[src/verilog/psf_pkg.sv]
// Constants shared by the PID servo filter files
package psf_pkg;
    // ****************************************
    // Widths
    // ****************************************
    localparam int PSF_DW       = 16;
    localparam int PSF_AW       = 4;
    localparam int PSF_FRAC     = 12;
    localparam int PSF_TAPS     = 4;
    localparam int PSF_FB_HIST  = 3;

    // ****************************************
    // Timing
    // ****************************************
    localparam int PSF_CLK_MHZ      = 250;
    localparam int PSF_SAMPLE_US    = 488;
    localparam int PSF_SAMPLE_CYC   = PSF_SAMPLE_US * PSF_CLK_MHZ;
    localparam int PSF_PROFILE_DIV  = 4;

    // ****************************************
    // Register offsets
    // ****************************************
    localparam logic [PSF_AW-1:0] PSF_REG_CTRL   = 4'h0;
    localparam logic [PSF_AW-1:0] PSF_REG_KP     = 4'h1;
    localparam logic [PSF_AW-1:0] PSF_REG_KI     = 4'h2;
    localparam logic [PSF_AW-1:0] PSF_REG_KD     = 4'h3;
    localparam logic [PSF_AW-1:0] PSF_REG_VTHR   = 4'h4;
    localparam logic [PSF_AW-1:0] PSF_REG_ILIM   = 4'h5;
    localparam logic [PSF_AW-1:0] PSF_REG_POFS   = 4'h6;
    localparam logic [PSF_AW-1:0] PSF_REG_INTEG  = 4'h7;
    localparam logic [PSF_AW-1:0] PSF_REG_YOUT   = 4'h8;
    localparam int                PSF_CTRL_IEN   = 0;

    // ****************************************
    // Reset values, gains in signed Q4.12
    // ****************************************
    localparam logic [PSF_DW-1:0] PSF_RST_CTRL   = 16'h0001;
    localparam logic [PSF_DW-1:0] PSF_RST_KP     = 16'h028f;
    localparam logic [PSF_DW-1:0] PSF_RST_KI     = 16'h000a;
    localparam logic [PSF_DW-1:0] PSF_RST_KD     = 16'h20c9;
    localparam logic [PSF_DW-1:0] PSF_RST_VTHR   = 16'h0010;
    localparam logic [PSF_DW-1:0] PSF_RST_ILIM   = 16'h2000;
    localparam logic [PSF_DW-1:0] PSF_RST_POFS   = 16'h8000;
endpackage

[src/verilog/psf_smooth_if.sv]
// Link between the filter core and the command smoother
`timescale 1ns/1ps
`default_nettype none
interface psf_smooth_if #(parameter int DW = psf_pkg::PSF_DW);
    logic                 take;
    logic signed [DW-1:0] cmd;
    logic signed [DW-1:0] avg;
    modport core     (output take, output cmd, input avg);
    modport smoother (input take, input cmd, output avg);
endinterface
`default_nettype wire

[src/verilog/psf_servo_top.sv]
// PID position servo filter with register port and PWM drive output
`timescale 1ns/1ps
`default_nettype none
// Function
// - Integral adds period times input each sample
// - Raw derivative is sample difference over period
// - Two-sample average halves derivative sum
// - Differentiate feedback only, never command
// - Integrate only at or below switchable velocity threshold
// - Clamp integrator magnitude to programmable limit
// - One new drive value held per sample
// - Four-tap moving average on commanded position
// - Programmable P, I, D gains with defaults
// - Output is P plus I minus D
// - Derivative uses feedback two samples apart
// - Integral adds period times gain times error
// - Programmable offset added before PWM load
module psf_servo_top #(
    parameter int DW = psf_pkg::PSF_DW,
    parameter int AW = psf_pkg::PSF_AW
) (
    input  wire logic                   mclk_in,
    input  wire logic                   reset_in,
    input  wire logic                   ce_in,
    input  wire logic                   sample_strobe_in,
    input  wire logic signed [DW-1:0]   cmd_pos_in,
    input  wire logic signed [DW-1:0]   fb_pos_in,
    input  wire logic [AW-1:0]          reg_addr_in,
    input  wire logic [DW-1:0]          reg_wdata_in,
    input  wire logic                   reg_wr_in,
    input  wire logic                   reg_rd_in,
    output logic [DW-1:0]               reg_rdata_out,
    output logic [DW-1:0]               pwm_out,
    output logic                        pwm_valid_out,
    output logic                        busy_out
);
    import psf_pkg::*;

    localparam int PW = 2 * DW;

    typedef enum logic [1:0] {S_IDLE, S_CALC1, S_CALC2} psf_state_t;

    // ****************************************
    // Saturation helpers
    // ****************************************
    function automatic logic signed [DW-1:0] sat_dw(input logic signed [PW+1:0] v);
        logic signed [PW+1:0] mx;
        mx = $signed({{(PW+3-DW){1'b0}}, {(DW-1){1'b1}}});
        if (v > mx) begin
            return mx[DW-1:0];
        end else if (v < ~mx) begin
            return ~mx[DW-1:0];
        end
        return v[DW-1:0];
    endfunction

    function automatic logic signed [DW-1:0] scale(input logic signed [PW-1:0] p);
        return sat_dw($signed({{2{p[PW-1]}}, p}) >>> PSF_FRAC);
    endfunction

    // ****************************************
    // State
    // ****************************************
    psf_state_t           st_q, st_d;
    logic signed [DW-1:0] fb_q [PSF_FB_HIST];
    logic signed [DW-1:0] fb_d [PSF_FB_HIST];
    logic signed [DW-1:0] err_q, err_d, vel_q, vel_d;
    logic signed [DW-1:0] integ_q, integ_d, y_q, y_d;
    logic [DW-1:0]        pwm_q, pwm_d, rdata_q, rdata_d;
    logic                 pv_q, pv_d;
    logic                 busy_q, busy_d;
    logic [DW-1:0]        ctrl_q, ctrl_d, kp_q, kp_d, ki_q, ki_d, kd_q, kd_d;
    logic [DW-1:0]        vthr_q, vthr_d, ilim_q, ilim_d, pofs_q, pofs_d;

    logic signed [DW-1:0] p_term, i_step, d_term;
    logic signed [DW:0]   isum, ilim_s, absvel;
    logic signed [DW+1:0] ysum, pwm_sum;
    logic                 gate;

    psf_smooth_if #(.DW(DW)) sm ();

    assign sm.take = ce_in && sample_strobe_in && (st_q == S_IDLE);
    assign sm.cmd  = cmd_pos_in;

    psf_cmd_smoother #(.DW(DW), .TAPS(PSF_TAPS)) u_smooth (
        .mclk_in  (mclk_in),
        .reset_in (reset_in),
        .sm       (sm.smoother)
    );

    // ****************************************
    // Arithmetic of the second step
    // ****************************************
    always_comb begin
        p_term = scale($signed(kp_q) * err_q);
        i_step = scale($signed(ki_q) * err_q);
        d_term = scale($signed(kd_q) * vel_q);
        absvel = vel_q[DW-1] ? -(DW+1)'(vel_q) : (DW+1)'(vel_q);
        gate   = ctrl_q[PSF_CTRL_IEN] && (absvel <= $signed({1'b0, vthr_q}));
        ilim_s = $signed({2'b00, ilim_q[DW-2:0]});
        isum   = (DW+1)'(integ_q) + (DW+1)'(i_step);
    end

    // ****************************************
    // Filter sequence
    // ****************************************
    always_comb begin
        st_d    = st_q;
        fb_d    = fb_q;
        err_d   = err_q;
        vel_d   = vel_q;
        integ_d = integ_q;
        y_d     = y_q;
        pwm_d   = pwm_q;
        pv_d    = 1'b0;
        ysum    = '0;
        pwm_sum = '0;
        case (st_q)
            S_IDLE: begin
                // Strobes seen while busy are dropped, never queued
                if (sample_strobe_in) begin
                    fb_d[0] = fb_pos_in;
                    for (int i = 1; i < PSF_FB_HIST; i++) begin
                        fb_d[i] = fb_q[i-1];
                    end
                    st_d = S_CALC1;
                end
            end
            S_CALC1: begin
                err_d = sat_dw((PW+2)'(sm.avg) - (PW+2)'(fb_q[0]));
                // Raw differences averaged; period folds into the gain
                vel_d = DW'(((DW+1)'(fb_q[0]) - (DW+1)'(fb_q[2])) >>> 1);
                st_d  = S_CALC2;
            end
            S_CALC2: begin
                if (gate) begin
                    if (isum > ilim_s) begin
                        integ_d = DW'(ilim_s);
                    end else if (isum < -ilim_s) begin
                        integ_d = DW'(-ilim_s);
                    end else begin
                        integ_d = DW'(isum);
                    end
                end
                ysum = (DW+2)'(p_term) + (DW+2)'(integ_d) - (DW+2)'(d_term);
                y_d  = sat_dw((PW+2)'(ysum));
                pwm_sum = (DW+2)'(y_d) + $signed({2'b00, pofs_q});
                if (pwm_sum < 0) begin
                    pwm_d = '0;
                end else if (pwm_sum[DW]) begin
                    pwm_d = '1;
                end else begin
                    pwm_d = pwm_sum[DW-1:0];
                end
                pv_d = 1'b1;
                st_d = S_IDLE;
            end
            default: begin
                st_d = S_IDLE;
            end
        endcase
        busy_d = (st_d != S_IDLE);
    end

    always_ff @(posedge mclk_in) begin
        if (reset_in) begin
            st_q    <= S_IDLE;
            err_q   <= '0;
            vel_q   <= '0;
            integ_q <= '0;
            y_q     <= '0;
            pwm_q   <= PSF_RST_POFS;
            pv_q    <= 1'b0;
            busy_q  <= 1'b0;
            for (int i = 0; i < PSF_FB_HIST; i++) begin
                fb_q[i] <= '0;
            end
        end else if (ce_in) begin
            st_q    <= st_d;
            err_q   <= err_d;
            vel_q   <= vel_d;
            integ_q <= integ_d;
            y_q     <= y_d;
            pwm_q   <= pwm_d;
            pv_q    <= pv_d;
            busy_q  <= busy_d;
            fb_q    <= fb_d;
        end
    end

    // ****************************************
    // Register port
    // ****************************************
    always_comb begin
        ctrl_d  = ctrl_q;
        kp_d    = kp_q;
        ki_d    = ki_q;
        kd_d    = kd_q;
        vthr_d  = vthr_q;
        ilim_d  = ilim_q;
        pofs_d  = pofs_q;
        rdata_d = '0;
        if (reg_wr_in) begin
            if (reg_addr_in == PSF_REG_CTRL) begin
                ctrl_d = reg_wdata_in & PSF_RST_CTRL;
            end else if (reg_addr_in == PSF_REG_KP) begin
                kp_d = reg_wdata_in;
            end else if (reg_addr_in == PSF_REG_KI) begin
                ki_d = reg_wdata_in;
            end else if (reg_addr_in == PSF_REG_KD) begin
                kd_d = reg_wdata_in;
            end else if (reg_addr_in == PSF_REG_VTHR) begin
                vthr_d = reg_wdata_in;
            end else if (reg_addr_in == PSF_REG_ILIM) begin
                ilim_d = reg_wdata_in;
            end else if (reg_addr_in == PSF_REG_POFS) begin
                pofs_d = reg_wdata_in;
            end
        end
        if (reg_rd_in) begin
            if (reg_addr_in == PSF_REG_CTRL) begin
                rdata_d = ctrl_q;
            end else if (reg_addr_in == PSF_REG_KP) begin
                rdata_d = kp_q;
            end else if (reg_addr_in == PSF_REG_KI) begin
                rdata_d = ki_q;
            end else if (reg_addr_in == PSF_REG_KD) begin
                rdata_d = kd_q;
            end else if (reg_addr_in == PSF_REG_VTHR) begin
                rdata_d = vthr_q;
            end else if (reg_addr_in == PSF_REG_ILIM) begin
                rdata_d = ilim_q;
            end else if (reg_addr_in == PSF_REG_POFS) begin
                rdata_d = pofs_q;
            end else if (reg_addr_in == PSF_REG_INTEG) begin
                rdata_d = integ_q;
            end else if (reg_addr_in == PSF_REG_YOUT) begin
                rdata_d = y_q;
            end
        end
    end

    always_ff @(posedge mclk_in) begin
        if (reset_in) begin
            ctrl_q  <= PSF_RST_CTRL;
            kp_q    <= PSF_RST_KP;
            ki_q    <= PSF_RST_KI;
            kd_q    <= PSF_RST_KD;
            vthr_q  <= PSF_RST_VTHR;
            ilim_q  <= PSF_RST_ILIM;
            pofs_q  <= PSF_RST_POFS;
            rdata_q <= '0;
        end else if (ce_in) begin
            ctrl_q  <= ctrl_d;
            kp_q    <= kp_d;
            ki_q    <= ki_d;
            kd_q    <= kd_d;
            vthr_q  <= vthr_d;
            ilim_q  <= ilim_d;
            pofs_q  <= pofs_d;
            rdata_q <= rdata_d;
        end
    end

    assign reg_rdata_out = rdata_q;
    assign pwm_out       = pwm_q;
    assign pwm_valid_out = pv_q;
    assign busy_out      = busy_q;

    // ****************************************
    // Checks, written for ce_in held high
    // ****************************************
    a_one_calc_per: assert property (@(posedge mclk_in) disable iff (reset_in)
        (sm.take ##1 ce_in ##1 ce_in) |=> pv_q ##1 !pv_q)
        else $error("Strobe did not give exactly one drive value");

    a_pwm_holds: assert property (@(posedge mclk_in) disable iff (reset_in)
        !pv_q |-> $stable(pwm_q))
        else $error("PWM value changed outside a sample update");

    a_integ_limit: assert property (@(posedge mclk_in) disable iff (reset_in)
        (DW+1)'(integ_q) <= ilim_s && (DW+1)'(integ_q) >= -ilim_s)
        else $error("Integrator outside its limit");

    a_integ_gated: assert property (@(posedge mclk_in) disable iff (reset_in)
        (st_q == S_CALC2 && ce_in && !gate) |=> $stable(integ_q))
        else $error("Integrator moved while gated off");

    a_integ_step: assert property (@(posedge mclk_in) disable iff (reset_in)
        (st_q == S_CALC2 && ce_in && gate && isum <= ilim_s && isum >= -ilim_s)
        |=> integ_q == $past(integ_q) + $past(i_step))
        else $error("Integrator did not add its step");

    a_deriv_feedback: assert property (@(posedge mclk_in) disable iff (reset_in)
        (sm.take ##1 ce_in) |=> (DW+2)'(vel_q) ==
            (((DW+2)'($past(fb_pos_in, 2)) - (DW+2)'($past(fb_q[1], 2))) >>> 1))
        else $error("Velocity not taken from feedback two samples apart");

    a_offset_added: assert property (@(posedge mclk_in) disable iff (reset_in)
        (pv_q && y_q > -$signed({1'b0, pofs_q[DW-1:1]}) && y_q < 0)
        |-> pwm_q == DW'((DW+2)'(y_q) + $signed({2'b00, pofs_q})))
        else $error("PWM value is not output plus offset");

    a_reset_clears: assert property (@(posedge mclk_in)
        reset_in |=> integ_q == '0 && fb_q[0] == '0 && st_q == S_IDLE)
        else $error("Reset left filter history set");

    a_read_answer: assert property (@(posedge mclk_in) disable iff (reset_in)
        (ce_in && reg_rd_in && reg_addr_in == PSF_REG_KP && !reg_wr_in) |=> reg_rdata_out == kp_q)
        else $error("Gain read back wrong");
endmodule
`default_nettype wire

[src/verilog/psf_cmd_smoother.sv]
// Four-tap moving average on commanded positions
`timescale 1ns/1ps
`default_nettype none
module psf_cmd_smoother #(
    parameter int DW   = psf_pkg::PSF_DW,
    parameter int TAPS = psf_pkg::PSF_TAPS
) (
    input  wire logic    mclk_in,
    input  wire logic    reset_in,
    psf_smooth_if.smoother sm
);
    import psf_pkg::*;

    logic signed [DW-1:0] tap_q [TAPS];
    logic signed [DW-1:0] tap_d [TAPS];
    logic signed [DW+1:0] sum;

    // ****************************************
    // Shift on each taken sample
    // ****************************************
    always_comb begin
        for (int i = 0; i < TAPS; i++) begin
            tap_d[i] = tap_q[i];
        end
        if (sm.take) begin
            tap_d[0] = sm.cmd;
            for (int i = 1; i < TAPS; i++) begin
                tap_d[i] = tap_q[i-1];
            end
        end
    end

    always_ff @(posedge mclk_in) begin
        for (int i = 0; i < TAPS; i++) begin
            tap_q[i] <= reset_in ? '0 : tap_d[i];
        end
    end

    // Floor division keeps the average inside the tap range
    always_comb begin
        sum = '0;
        for (int i = 0; i < TAPS; i++) begin
            sum = sum + (DW+2)'(tap_q[i]);
        end
    end
    assign sm.avg = DW'(sum >>> 2);

    a_avg_sum_step: assert property (@(posedge mclk_in) disable iff (reset_in)
        sm.take |=> (sum - $past(sum)) == ((DW+2)'($past(sm.cmd)) - (DW+2)'($past(tap_q[TAPS-1]))))
        else $error("Smoother sum did not step by new minus oldest");
endmodule
`default_nettype wire

[config.mk]
export PLATFORM = sky130hd
export DESIGN_NAME = psf_servo_top
export DESIGN_NICKNAME = d
export VERILOG_FILES = /design/src/verilog/psf_pkg.sv /design/src/verilog/psf_smooth_if.sv /design/src/verilog/psf_servo_top.sv /design/src/verilog/psf_cmd_smoother.sv
export SDC_FILE = /design/constraint.sdc
export NUM_CORES = 2
export LEC_CHECK = 0
export BUFFER_PORTS_ARGS = -buffer_cell sky130_fd_sc_hd__buf_4
export CORE_MARGIN = 4
export CORE_UTILIZATION = 35
export DETAILED_ROUTE_END_ITERATION = 8
export PLACE_DENSITY = 0.49
export SLEW_MARGIN = 0
export SYNTH_ARGS = -nofsm -noshare
export SYNTH_HDL_FRONTEND = slang
export SYNTH_SLANG_ARGS = --single-unit
[constraint.sdc]
create_clock -name mclk_in -period 25.6 [get_ports mclk_in]
set_input_delay 0 -clock mclk_in [delete_from_list [all_inputs] [get_ports mclk_in]]
set_output_delay 0 -clock mclk_in [all_outputs]
set_load 0.01 [all_outputs]
==> qor.txt <==
Run status - finished, final reports clean
Synthesized instance count - 5790
RD Place Congestion - 0.891
Sequential Power Share - 0.192
Clock slew at the register clock pins of the worst setup and hold paths - 0.07 ns
Share of the synthesized area in the top cell type - 0.343
Worst Path Class, Setup - reg -> reg
Site row count - 136
Startpoint of the lowest-slack register-to-register path - err_q[7]
Portion of total power attributed to the clock network - 0.206
Clock tree skew after final layout - 0.0290 ns
Leak Pwr - 23.3 nW
Comb pwr share - 0.603
GRT Resource Usage Total - 0.214
Number of design rule violations left after detail routing - 0
Clock insertion delay at the later pin of the skew report - 0.58 ns
Ports placed on the boundary - 92
Accumulated negative setup slack - 0 ns
Via-to-Cell Ratio - 5.05
Reg-to-reg setup timing slack - 6.32 ns
Arrival @ worst endpoint - 19.77 ns
Mapped Area - 48800 sq um
Aggregate global routing overflow - 0
Critical path capture point - pwm_out[7]
Synthesized flop and latch total - 309
Total power per unit cell area - 50.5 nW/um^2
Total power - 2.68 mW
Buffer levels on the longest clock path - 3
Switch Pwr - 1.26 mW
Initial DRC count - 2725
Count of port buffers added during placement - 91
Setup Fix Bufs, Post-CTS - 0
Net Sw Frac - 0.470
Register bank with the most flops - u_smooth.tap_q
Residual antenna-violating net count after detailed routing - 0
Number of slew-limit violations in the final report - 0
Reg-to-reg endpoint - pwm_out[7]
Max_slew headroom - 0.166
Post-Route Utilization - 0.385
Detailed-router iteration count before antenna repair - 5
Internal power component - 1.42 mW
Routed via count - 38600
Setup slack after layout - 6.32 ns
Die extent in y - 382 um
Hold WS - 0.0451 ns
Pin count of the biggest net entering global routing - 103
Cell family contributing the most delay on the critical path - compound AO/OA/AOI/OAI gates
Minimum clock period after layout - 19.28 ns
Actual transition at the worst max-transition pin - 1.25 ns
Die Outline Area - 146000 sq um
CTS tree - yes
Final-report hold violation count - 0
Crit path max fanout - 31
Count of unique library cells instantiated by Yosys - 94
Number of warnings issued by yosys - 0
RSZ-0062 raised after global routing - false
Highest achievable clock rate - 51.9 MHz
Cells taking the most area after synthesis - sky130_fd_sc_hd__fa_1, sky130_fd_sc_hd__dfxtp_1, sky130_fd_sc_hd__ha_1, sky130_fd_sc_hd__inv_1, sky130_fd_sc_hd__nand2_1
Share of flip-flops with an asynchronous set or reset - 0
Vias in the first global route - 39800
Final HPWL DP - 123000 um
Buffer and inverter count on the worst path - 10
Largest registers - u_smooth.tap_q x64, fb_q x48
Root cell of the clock tree - sky130_fd_sc_hd__clkbuf_16
Average footprint of a synthesized cell - 8.43 sq um
Share of the cycle needed by the critical path after routing - 0.753
Endpoint class of the critical path - register
Placeable core area - 138000 sq um
Die width - 382 um
Hold Path Class - in -> reg
Required arrival time at the worst endpoint - 26.08 ns
Number of resized instances in the post-cts repair step - 0
Average wire per standard cell - 20.1 um
Fraction of final layout cells with drive strength greater than 1 - 0.0434
Wire length of the first global-routing pass - 242000 um
Setup crit start kind - register
Number of levels the H-tree was split into - 2
Crit path from - err_q[7]
Post-placement setup slack - 6.46 ns
Layout overhead on the synthesized area - 8.76%
Largest area contributor in the synthesized netlist - sky130_fd_sc_hd__fa_1
CTS Buf Count - 39
Initial Utilization - 0.354
Number of enable-type register cells in the synthesized netlist - 0
Number of flip-flops under the largest register name - 64
R2r worst-path depth - 71
Sequential-to-total area share from yosys stat - 0.127
Post-detailed-routing wire length - 154000 um
Nets@finish - 7040
Number of antenna violations at the first check in global routing - 7
CP max-delay cell - sky130_fd_sc_hd__xor2_1
Total number of clock tree sinks - 309
Worst voltage drop across the vdd grid - 0.0880 mV
Worst path most repeated cell - sky130_fd_sc_hd__fa_1
Syn_nets - 7067
Count of cell instances traversed by the critical path - 71
Crit path largest cell delay - 0.92 ns
Most instantiated cells after synthesis - sky130_fd_sc_hd__inv_1, sky130_fd_sc_hd__nand2_1, sky130_fd_sc_hd__fa_1
Main flop type after synthesis - sky130_fd_sc_hd__dfxtp_1
Cell with the most instances after synthesis - sky130_fd_sc_hd__inv_1
Maximum Capacitance Violations - 0
Final number of setup-violating endpoints - 0
timing repair:
item,in CTS,in global routing
hold endpoints to repair,144,0
setup endpoints to repair,0,0
hold buffers,64,0
cell families (layout without fill, tap and decap cells):
| family | after synthesis | in the layout | share of synthesized area |
|---|---|---|---|
| AND/OR/NAND/NOR | 1845 | 1845 | 0.177 |
| buffers and inverters | 1285 | 1284 | 0.0991 |
| adder cells (fa/ha/maj) | 1223 | 1223 | 0.442 |
| AO/OA/AOI/OAI | 907 | 907 | 0.115 |
| flip-flops | 309 | 309 | 0.127 |
| XOR/XNOR | 182 | 182 | 0.0326 |
| multiplexers | 39 | 39 | 0.00833 |
| other | 0 | 4 | 0 |
cells in the final DEF (no fill, tap or decap), types with 139 or more instances in the layout:
| cell | instances |
|---|---|
| sky130_fd_sc_hd__and2_1 | 347 |
| sky130_fd_sc_hd__inv_1 | 1000 |
| sky130_fd_sc_hd__nand2_1 | 963 |
| sky130_fd_sc_hd__xnor2_1 | 139 |
| sky130_fd_sc_hd__fa_1 | 836 |
| sky130_fd_sc_hd__a21oi_1 | 406 |
| sky130_fd_sc_hd__dfxtp_1 | 309 |
| sky130_fd_sc_hd__ha_1 | 383 |
| sky130_fd_sc_hd__buf_4 | 150 |
| sky130_fd_sc_hd__nor2_1 | 191 |
layout make-up:
type,count,area [sq um]
diodes,4,10.0
clock buffers,60,1110
clock inverters,7,93.8
fillers,14200,84900
inverters,1002,3760
multi-input cells,4196,37800
flip-flops and latches,309,6190
well taps,1863,2330
repair buffers,215,1780
metrics by stage:
step / instance area (sq um) / instances
6_report: 53100 / 7656
5_1_grt: 53100 / 7653
2_1_floorplan: 48800 / 5790
3_3_place_gp: 51300 / 7521
3_5_place_dp: 51300 / 7521
4_1_cts: 53100 / 7652
worst min-delay path by stage:
stage | start | end | slack (ns) | cells past startpoint
finish | reg_addr_in[0] | reg_rdata_out[12] | 0.05 | 4
global route | reg_addr_in[3] | reg_rdata_out[9] | 0.11 | 4
CTS | reg_addr_in[0] | reg_rdata_out[12] | 0.02 | 4
detailed placement | fb_pos_in[7] | fb_q[39] | 0.26 | 3
global placement | cmd_pos_in[14] | u_smooth.tap_q[0][14] | 0.25 | 3
floorplan | reg_wdata_in[15] | pofs_q[15] | 0.12 | 1
worst min-delay path, stage by stage:
cell,delay [ns]
sky130_fd_sc_hd__buf_4,0.23
sky130_fd_sc_hd__a21oi_1,0.18
sky130_fd_sc_hd__a22oi_1,0.07
sky130_fd_sc_hd__nor2_1,0.07
power by group through the flow:
stage / Clock [mW] / Sequential, mW / Combinational (mW)
2_1_floorplan: 0 / 0.512 / 1.15
3_3_place_gp: 0 / 0.526 / 1.59
3_5_place_dp: 0 / 0.526 / 1.58
4_1_cts: 0.567 / 0.515 / 1.60
5_1_grt: 0.581 / 0.516 / 1.78
6_report: 0.551 / 0.515 / 1.62
layer usage:
metal  vias to the layer above  track usage  part of all wire  wire length, um
met1                     19500        0.299              0.45            69900
met4                         6       0.0495             0.027             4110
met3                       153       0.0237             0.048             7450
li1                      18100            -                 -                -
met5                         -            0           0.00029               44
met2                       853        0.356              0.47            72200
Note: power is estimated with default switching activity, not from simulation.
